===== config.mk =====
export PLATFORM = sky130hd
export DESIGN_NAME = bwp_port
export DESIGN_NICKNAME = d
export VERILOG_FILES = /design/src/verilog/bwp_pkg.sv /design/src/verilog/bwp_port.sv
export SDC_FILE = /design/constraint.sdc
export NUM_CORES = 1
export LEC_CHECK = 0
export BUFFER_PORTS_ARGS = -buffer_cell sky130_fd_sc_hd__clkbuf_2
export CORE_UTILIZATION = 60
export CTS_BUF_LIST = sky130_fd_sc_hd__clkbuf_8
export CTS_CLUSTER_SIZE = 40
export DETAILED_ROUTE_END_ITERATION = 8
export PLACE_DENSITY = 0.88
export SLEW_MARGIN = 0
export SYNTH_ARGS = -nofsm -noshare
export SYNTH_HDL_FRONTEND = slang
export SYNTH_SLANG_ARGS = --single-unit

===== constraint.sdc =====
create_clock -name mclk_i -period 3.1 [get_ports mclk_i]
set_input_delay 0.155 -clock mclk_i [delete_from_list [all_inputs] [get_ports mclk_i]]
set_output_delay 0.155 -clock mclk_i [all_outputs]
set_load 0.005 [all_outputs]

===== src/verilog/bwp_pkg.sv =====
package bwp_pkg;
  // ---------------------------------------------------------------
  // Register map (word-per-register on the plain port)
  // ---------------------------------------------------------------
  localparam logic [2:0] ADDR_LATCH = 3'h0;
  localparam logic [2:0] ADDR_DIR = 3'h1;
  localparam logic [2:0] ADDR_OPT = 3'h2;
  localparam logic [2:0] ADDR_TRIG = 3'h3;
  localparam logic [2:0] ADDR_IRQ_STAT = 3'h4;
  localparam logic [2:0] ADDR_IRQ_EN = 3'h5;
  localparam logic [2:0] ADDR_IRQ_CLR = 3'h6;
  // ---------------------------------------------------------------
  // Reset values and trigger encodings
  // ---------------------------------------------------------------
  localparam logic [7:0] RST_PORT = 8'h00;
  localparam logic [1:0] TRIG_FALL = 2'h0;
  localparam logic [1:0] TRIG_RISE = 2'h1;
  localparam logic [1:0] TRIG_LOW = 2'h2;
  localparam logic [1:0] RST_TRIG = 2'h0;
endpackage


===== src/verilog/bwp_port.sv =====
// Our own choices: the address map and the address-and-strobe port.
`timescale 1ns/10ps
module bwp_port #(
  // Number of lines in the port, at most eight
  parameter int WIDTH = 8,
  // One bit per line that can reach the converter multiplexer
  parameter logic [7:0] ANALOG_MASK = 8'hFF
) (
  // Clock and reset
  input wire logic mclk_i,
  input wire logic rst_i,
  // Register port
  input wire logic [2:0] addr_i,
  input wire logic [7:0] wdata_i,
  input wire logic wr_i,
  input wire logic rd_i,
  output logic [7:0] rdata_o,
  // Pins
  input wire logic [WIDTH-1:0] pin_i,
  output logic [WIDTH-1:0] pin_o,
  output logic [WIDTH-1:0] pin_oe_n_o,
  output logic [WIDTH-1:0] pullup_o,
  output logic [WIDTH-1:0] analog_sel_o,
  // Interrupt
  output logic [WIDTH-1:0] irq_req_o,
  output logic irq_o
);
  // ---------------------------------------------------------------
  // Registers
  // ---------------------------------------------------------------
  // The three port registers software sees as data space
  logic [WIDTH-1:0] pin_value_latch_r;
  logic [WIDTH-1:0] line_direction_reg_r;
  logic [WIDTH-1:0] line_option_sel_r;
  // Interrupt side registers, outside the three port registers
  logic [1:0] trig_r;
  logic [WIDTH-1:0] stat_r;
  logic [WIDTH-1:0] en_r;
  // Previous pin levels for the edge detectors
  logic [WIDTH-1:0] pin_prev_r;
  // Next status value, set and clear merged
  logic [WIDTH-1:0] stat_nxt;

  // ---------------------------------------------------------------
  // Register port decode
  // ---------------------------------------------------------------
  // Write strobes, one per writable register index
  wire wr_latch = wr_i && (addr_i == bwp_pkg::ADDR_LATCH);
  wire wr_dir = wr_i && (addr_i == bwp_pkg::ADDR_DIR);
  wire wr_opt = wr_i && (addr_i == bwp_pkg::ADDR_OPT);
  wire wr_trig = wr_i && (addr_i == bwp_pkg::ADDR_TRIG);
  wire wr_en = wr_i && (addr_i == bwp_pkg::ADDR_IRQ_EN);
  wire wr_clr = wr_i && (addr_i == bwp_pkg::ADDR_IRQ_CLR);
  // Indices that read back as zero: the clear register and the spare slot
  wire addr_void = (addr_i == bwp_pkg::ADDR_IRQ_CLR) || (addr_i == 3'h7);

  // ---------------------------------------------------------------
  // Line configuration decode, per bit n
  // ---------------------------------------------------------------
  // Bit n of every register meets only line n, so plain bitwise logic suffices
  wire [WIDTH-1:0] is_in = ~line_direction_reg_r;
  wire [WIDTH-1:0] pu_mode = is_in & ~pin_value_latch_r;
  wire [WIDTH-1:0] int_mode = is_in & line_option_sel_r & ~pin_value_latch_r;
  wire [WIDTH-1:0] ana_mode = is_in & line_option_sel_r & pin_value_latch_r & ANALOG_MASK[WIDTH-1:0];
  // Open-drain drives only a low; push-pull drives both levels
  wire [WIDTH-1:0] drive_en = line_direction_reg_r & (line_option_sel_r | ~pin_value_latch_r);
  // Input reads come from pins so software sees real levels
  wire [WIDTH-1:0] latch_view = (is_in & pin_i) | (line_direction_reg_r & pin_value_latch_r);

  // Pin side outputs decoded straight from the registers, except the request, which also gates with pin_i
  assign pullup_o = pu_mode;
  assign analog_sel_o = ana_mode;
  assign pin_oe_n_o = ~drive_en;
  // The latch shows on the pin even while released; the enable decides
  assign pin_o = pin_value_latch_r;
  assign irq_req_o = int_mode & pin_i;

  // ---------------------------------------------------------------
  // Trigger detection
  // ---------------------------------------------------------------
  // Edges compare with last cycle's level; inputs are already synchronous
  wire [WIDTH-1:0] fall_ev = pin_prev_r & ~pin_i;
  wire [WIDTH-1:0] rise_ev = ~pin_prev_r & pin_i;
  wire [WIDTH-1:0] low_ev = ~pin_i;
  // One trigger kind serves the whole port
  wire [WIDTH-1:0] trig_ev = (trig_r == bwp_pkg::TRIG_RISE) ? rise_ev :
                             (trig_r == bwp_pkg::TRIG_LOW) ? low_ev : fall_ev;
  // Only interrupt-configured lines may set status
  wire [WIDTH-1:0] event_v = trig_ev & int_mode;
  // Set wins over clear so an event in the clear cycle survives
  wire [WIDTH-1:0] clr_v = wr_clr ? wdata_i[WIDTH-1:0] : '0;
  assign stat_nxt = (stat_r & ~clr_v) | event_v;
  // Level output, drops as soon as status or enable clears
  assign irq_o = |(stat_r & en_r);

  // Port registers clear on reset
  always_ff @(posedge mclk_i or posedge rst_i) begin
    if (rst_i) begin
      pin_value_latch_r <= bwp_pkg::RST_PORT[WIDTH-1:0];
      line_direction_reg_r <= bwp_pkg::RST_PORT[WIDTH-1:0];
      line_option_sel_r <= bwp_pkg::RST_PORT[WIDTH-1:0];
    end else begin
      if (wr_latch) pin_value_latch_r <= wdata_i[WIDTH-1:0];
      if (wr_dir) line_direction_reg_r <= wdata_i[WIDTH-1:0];
      if (wr_opt) line_option_sel_r <= wdata_i[WIDTH-1:0];
    end
  end

  // Interrupt plumbing; previous levels start high to match the pulled-up idle pins
  always_ff @(posedge mclk_i or posedge rst_i) begin
    if (rst_i) begin
      trig_r <= bwp_pkg::RST_TRIG;
      en_r <= '0;
      stat_r <= '0;
      pin_prev_r <= '1;
    end else begin
      if (wr_trig) trig_r <= wdata_i[1:0];
      if (wr_en) en_r <= wdata_i[WIDTH-1:0];
      stat_r <= stat_nxt;
      pin_prev_r <= pin_i;
    end
  end

  // ---------------------------------------------------------------
  // Read path, one cycle latency, unmapped reads zero
  // ---------------------------------------------------------------
  // Bits above WIDTH stay zero so narrow ports read clean
  logic [7:0] rsel;
  always_comb begin
    rsel = 8'h00;
    unique case (addr_i)
      bwp_pkg::ADDR_LATCH: rsel[WIDTH-1:0] = latch_view;
      bwp_pkg::ADDR_DIR: rsel[WIDTH-1:0] = line_direction_reg_r;
      bwp_pkg::ADDR_OPT: rsel[WIDTH-1:0] = line_option_sel_r;
      bwp_pkg::ADDR_TRIG: rsel[1:0] = trig_r;
      bwp_pkg::ADDR_IRQ_STAT: rsel[WIDTH-1:0] = stat_r;
      bwp_pkg::ADDR_IRQ_EN: rsel[WIDTH-1:0] = en_r;
      default: rsel = 8'h00;
    endcase
  end

  // Read data stands for one cycle only, zero otherwise
  always_ff @(posedge mclk_i or posedge rst_i) begin
    if (rst_i) rdata_o <= 8'h00;
    else if (rd_i) rdata_o <= rsel;
    else rdata_o <= 8'h00;
  end

  // ---------------------------------------------------------------
  // Port-wide checks
  // ---------------------------------------------------------------
  // Right after release the three port registers still hold their reset value
  chk_reset_inputs: assert property (@(posedge mclk_i)
    $fell(rst_i) |-> (pin_value_latch_r == bwp_pkg::RST_PORT[WIDTH-1:0] &&
    line_direction_reg_r == bwp_pkg::RST_PORT[WIDTH-1:0] &&
    line_option_sel_r == bwp_pkg::RST_PORT[WIDTH-1:0]))
    else $error("port registers not cleared by reset");
  // A data read returns the pin view of the cycle of the strobe
  chk_read_live: assert property (@(posedge mclk_i) disable iff (rst_i)
    rd_i && addr_i == bwp_pkg::ADDR_LATCH |=> rdata_o[WIDTH-1:0] == $past(latch_view))
    else $error("data read not live");
  // A data write lands in the latch at once
  chk_latch_write: assert property (@(posedge mclk_i) disable iff (rst_i)
    wr_latch |=> pin_value_latch_r == $past(wdata_i[WIDTH-1:0])) else $error("latch not written");
  // Direction and option writes land the same way
  chk_dir_write: assert property (@(posedge mclk_i) disable iff (rst_i)
    wr_dir |=> line_direction_reg_r == $past(wdata_i[WIDTH-1:0])) else $error("direction not written");
  chk_opt_write: assert property (@(posedge mclk_i) disable iff (rst_i)
    wr_opt |=> line_option_sel_r == $past(wdata_i[WIDTH-1:0])) else $error("option not written");
  // Nothing beyond the mapped registers answers a read
  chk_void_read: assert property (@(posedge mclk_i) disable iff (rst_i)
    rd_i && addr_void |=> rdata_o == 8'h00) else $error("unmapped read not zero");
  // Read data is zero outside the cycle after a strobe
  chk_rdata_idle: assert property (@(posedge mclk_i) disable iff (rst_i)
    !rd_i |=> rdata_o == 8'h00) else $error("read data outside its cycle");
  // The interrupt output rises with masked status on line 0 and stays low with no masked status
  chk_irq_level: assert property (@(posedge mclk_i) disable iff (rst_i)
    (stat_r[0] && en_r[0]) |-> irq_o) else $error("irq not raised");
  chk_irq_quiet: assert property (@(posedge mclk_i) disable iff (rst_i)
    ((stat_r & en_r) == '0) |-> !irq_o) else $error("irq without cause");

  // ---------------------------------------------------------------
  // Per-line checks
  // ---------------------------------------------------------------
  // Each line is checked on its own, since each is set up on its own
  for (genvar n = 0; n < WIDTH; n++) begin : g_line_chk
    // Pull-up with no interrupt is the reset and default configuration
    chk_pullup_input: assert property (@(posedge mclk_i) disable iff (rst_i)
      (!line_direction_reg_r[n] && !line_option_sel_r[n] && !pin_value_latch_r[n]) |->
      (pullup_o[n] && !irq_req_o[n] && !analog_sel_o[n] && pin_oe_n_o[n]))
      else $error("plain pull-up input wrong");
    // Data 1 on a plain input removes the pull-up
    chk_pullup_mode: assert property (@(posedge mclk_i) disable iff (rst_i)
      (!line_direction_reg_r[n] && pin_value_latch_r[n]) |-> !pullup_o[n])
      else $error("pull-up wrong");
    // Interrupt inputs keep the pull-up
    chk_int_pullup: assert property (@(posedge mclk_i) disable iff (rst_i)
      int_mode[n] |-> (pullup_o[n] && pin_oe_n_o[n])) else $error("interrupt input wrong");
    // Analog select follows the configuration on capable lines only
    chk_analog_mode: assert property (@(posedge mclk_i) disable iff (rst_i)
      analog_sel_o[n] |-> (ANALOG_MASK[n] && !line_direction_reg_r[n] && line_option_sel_r[n] &&
      pin_value_latch_r[n])) else $error("analog select wrong");
    // Open drain releases the line for a high and pulls it for a low
    chk_opendrain_drive: assert property (@(posedge mclk_i) disable iff (rst_i)
      (line_direction_reg_r[n] && !line_option_sel_r[n]) |-> (pin_oe_n_o[n] == pin_value_latch_r[n]))
      else $error("open drain wrong");
    // Push-pull always drives
    chk_pushpull_drive: assert property (@(posedge mclk_i) disable iff (rst_i)
      (line_direction_reg_r[n] && line_option_sel_r[n]) |-> !pin_oe_n_o[n])
      else $error("push pull wrong");
    // Outputs carry no pull-up and no analog select
    chk_output_clean: assert property (@(posedge mclk_i) disable iff (rst_i)
      line_direction_reg_r[n] |-> (!pullup_o[n] && !analog_sel_o[n] && !irq_req_o[n]))
      else $error("output line has input extras");
    // The pin level is the latch bit of the same index
    chk_pin_level: assert property (@(posedge mclk_i) disable iff (rst_i)
      pin_o[n] == pin_value_latch_r[n]) else $error("pin level wrong");
    // Interrupt lines pass the pin, others stay inactive
    chk_req_follows: assert property (@(posedge mclk_i) disable iff (rst_i)
      int_mode[n] |-> (irq_req_o[n] == pin_i[n])) else $error("request not the pin");
    chk_req_inactive: assert property (@(posedge mclk_i) disable iff (rst_i)
      !int_mode[n] |-> !irq_req_o[n]) else $error("stray request");
    // A status bit holds until cleared, and an event beats a clear
    chk_event_sticky: assert property (@(posedge mclk_i) disable iff (rst_i)
      event_v[n] |=> stat_r[n]) else $error("event lost");
    chk_stat_clear: assert property (@(posedge mclk_i) disable iff (rst_i)
      (wr_clr && wdata_i[n] && !event_v[n]) |=> !stat_r[n]) else $error("status not cleared");
    chk_stat_hold: assert property (@(posedge mclk_i) disable iff (rst_i)
      (stat_r[n] && !wr_clr) |=> stat_r[n]) else $error("status dropped");
    // No status without an interrupt-configured line
    chk_stat_source: assert property (@(posedge mclk_i) disable iff (rst_i)
      (!stat_r[n] && !int_mode[n]) |=> !stat_r[n]) else $error("status from idle line");
  end

  // Main scenarios worth seeing at least once
  cov_analog: cover property (@(posedge mclk_i) analog_sel_o[0]);
  cov_irq: cover property (@(posedge mclk_i) irq_o);
  cov_pushpull: cover property (@(posedge mclk_i) line_direction_reg_r[0] && line_option_sel_r[0]);
  cov_opendrain: cover property (@(posedge mclk_i) line_direction_reg_r[0] && !line_option_sel_r[0]);
endmodule // bwp_port


==> impl_metrics.py <==
metrics = {
    "status": {
        "status": "complete, no violations",
    },
    "yosys": {
        "synth_area_per_cell_um2": 11.6,
        "yosysMostFrequentCell": "dfrtp_1",
        "synthesis.area_um2": 3120,
        "ys_ff_latch": 58,
        "ys_async_sr_fraction_pct": 100,
        "yosys.area.top_type": "dfrtp_1",
        "synth_commonest_cells": "50 x dfrtp_1, 41 x mux2_2, 12 x nand3b_1, 12 x nor3b_1, 11 x nand2_1",
        "synth_top_area_share_pct": 40.1,
        "yosysUniqueCellTypes": 46,
        "synth_ff_type": "dfrtp_1",
        "synth_nets": 293,
        "yosys-top-cells-area": "dfrtp_1 40%, mux2_2 15%, dfstp_2 6.7%, nand3b_1 2.9%, nor3b_1 2.9%",
        "synth_warnings": 0,
        "syn_inst": 270,
        "synth_enable_flop_cells": 0,
        "synth-seq-area-share_pct": 46.8,
    },
    "placement": {
        "port_buffers": 71,
        "dp_cells": 398,
        "gp_congestion": 0.832,
        "dpl.hpwl_um": 5130,
    },
    "run": {
        "maxCapViolCount": 0,
    },
    "clocking": {
        "cts_resized": 0,
        "clk_pin_slew_ps": 70,
        "tritoncts": "done",
        "numCtsBuffers": 9,
        "cts_buffer_depth": 2,
        "htreeDepth": 3,
        "cts_sinks": 58,
        "cts-root-buf": "clkbuf_8",
        "clkLatencyLatePin_ps": 340,
    },
    "timing": {
        "slew_headroom_pct": 36.4,
        "rsz0062_at_grt": "false",
        "finalMaxSlewViolations": 0,
        "setup_viol_count_final": 0,
        "post-route-period-util_pct": 56.0,
        "tightestPinTransition_ps": 955,
        "min_period_ps": 1740,
        "finalClockSkew_ps": 6.70,
        "fmax_mhz": 576,
        "hold_viol": 0,
        "setup_tns_ps": 0,
    },
    "floorplanning": {
        "die_area_um2": 5500,
        "die_y_um": 74.1,
        "fp-row-count": 25,
        "die_x_um": 74.1,
        "ios": 72,
        "start_util_pct": 64.4,
        "core_area_um2": 4850,
    },
    "setup_path": {
        "crit_fanout": 26,
        "r2r-start": "trig_r[1]",
        "reg2reg_to": "stat_r[3]",
        "cp.required_ps": 3330,
        "ff2ff_path_depth": 3,
        "worst-r2r-setup-slack_ps": 1360,
        "crit_path_end_kind": "register",
        "critical_path_class": "reg2reg",
        "arrival_ps": 1960,
        "cp-start-kind": "register",
    },
    "final_layout": {
        "drive_gt1_share_pct": 40.7,
        "nets": 374,
        "fin_cells": 423,
        "syn2layout_area_growth_pct": 21.9,
        "n_fill_cell": 325,
        "fin_util_pct": 78.5,
        "antenna-diode-count": 0,
    },
    "route": {
        "wl_met1_um": 3280,
        "drcViolationCount": 0,
        "vias_per_cell": 6.21,
        "top_layer": "met4",
        "drt_first_iter_violations": 169,
        "ant_nets": 0,
        "wl_met2_um": 3980,
        "firstDrtPassIters": 4,
        "routedWlPerCell_um": 18.8,
        "wl_met3_um": 646,
        "wl_um": 7960,
        "via_count": 2627,
    },
    "power": {
        "p_per_area_nw_per_um2": 671,
        "finalPower_w": 0.00256,
        "ir_drop_v": 0.000486,
        "power.leakage_nw": 1.70,
    },
    "global_routing": {
        "antenna_found_initial": 0,
        "grt_pass1_wl_um": 12700,
        "grt_overflow": 0,
        "track_usage_pct": 31.8,
        "first_global_vias": 2581,
        "grt_max_degree": 39,
    },
    "hold_path": {
        "holdPathStages": 2,
        "worstHoldStart": "rd_i",
        "hold_class": "in2reg",
        "holdPathEnd": "rdata_o[1]",
    },
}
repair_timing:
item	CTS	global route
endpoints found under the setup margin	0	0
buffers inserted	0	0
hold buffers	9	0
endpoints found under the hold margin	40	0
worst max path at each step:
stage	startpoint	to	slack, ps
CTS	trig_r[1]	stat_r[1]	1440
floorplan	rst_i	en_r[0]	1530
finish	trig_r[1]	stat_r[3]	1360
global placement	addr_i[0]	line_direction_reg_r[0]	1330
detailed placement	addr_i[0]	pin_o[7]	1260
global route	trig_r[1]	stat_r[0]	1370
cells in the final DEF, fill, tap and decap left out, types with 10 or more instances in the layout:
cell type / Yosys / routed
nand3b_1: 12 / 12
clkbuf_8: 0 / 10
mux2_2: 41 / 41
nand2_1: 11 / 11
clkbuf_2: 1 / 71
o21ai_0: 10 / 10
nor3b_1: 12 / 12
dfrtp_1: 50 / 50
worst max-delay path, cell delays in order (launching register included):
cell and delay, ps:
dfrtp_1 970, nand4bb_1 240, o211ai_1 130, a32o_1 280
per-stage QoR:
stage | hold slack, ps | instance area (µm²) | worst slack, ps
finish | 63.1 | 3810 | 1360
global route | 66.2 | 3810 | 1370
CTS | 50.8 | 3810 | 1440
detailed placement | 298 | 3500 | 1260
global placement | 298 | 3500 | 1330
floorplan | 159 | 3120 | 1530
final cells by class:
cell class / instances / area [µm²] / area share [%]
clock inverters: 6 / 80.1 / 2.10
inverters: 10 / 37.5 / 0.986
clock buffers: 10 / 138 / 3.62
well taps: 67 / 83.8 / 2.20
repair buffers: 81 / 453 / 11.9
multi-input cells: 191 / 1550 / 40.8
flip-flops and latches: 58 / 1460 / 38.4
registers in the layout, summed over array words and instances (netlist names):
register / cells
line_direction_reg_r: 8
en_r: 8
trig_r: 2
pin_prev_r: 8
stat_r: 8
pin_o: 8
line_option_sel_r: 8
rdata_o: 8
cells by family (layout without fill, tap and decap cells):
kind of cell	count (synthesis)	after routing	synth area share (%)
multiplexers	48	48	17.0
AO/OA/AOI/OAI	67	67	15.3
flip-flops	58	58	46.8
buffers and inverters	21	107	3.45
AND/OR/NAND/NOR	76	76	17.4
metal layers:
metal	vias to the layer above	track usage [%]
met2	132	50.9
met1	1302	42.3
met4	0	10.5
met5	-	0
li1	1187	-
met3	6	8.54
power breakdown:
| group | internal [W] | switching (W) | total, W |
|---|---|---|---|
| Combinational | 0.000354 | 0.000270 | 0.000624 |
| Clock | 0.000468 | 0.000302 | 0.000771 |
| Sequential | 0.000926 | 0.000235 | 0.00116 |
(Power assumes the default switching activity.)
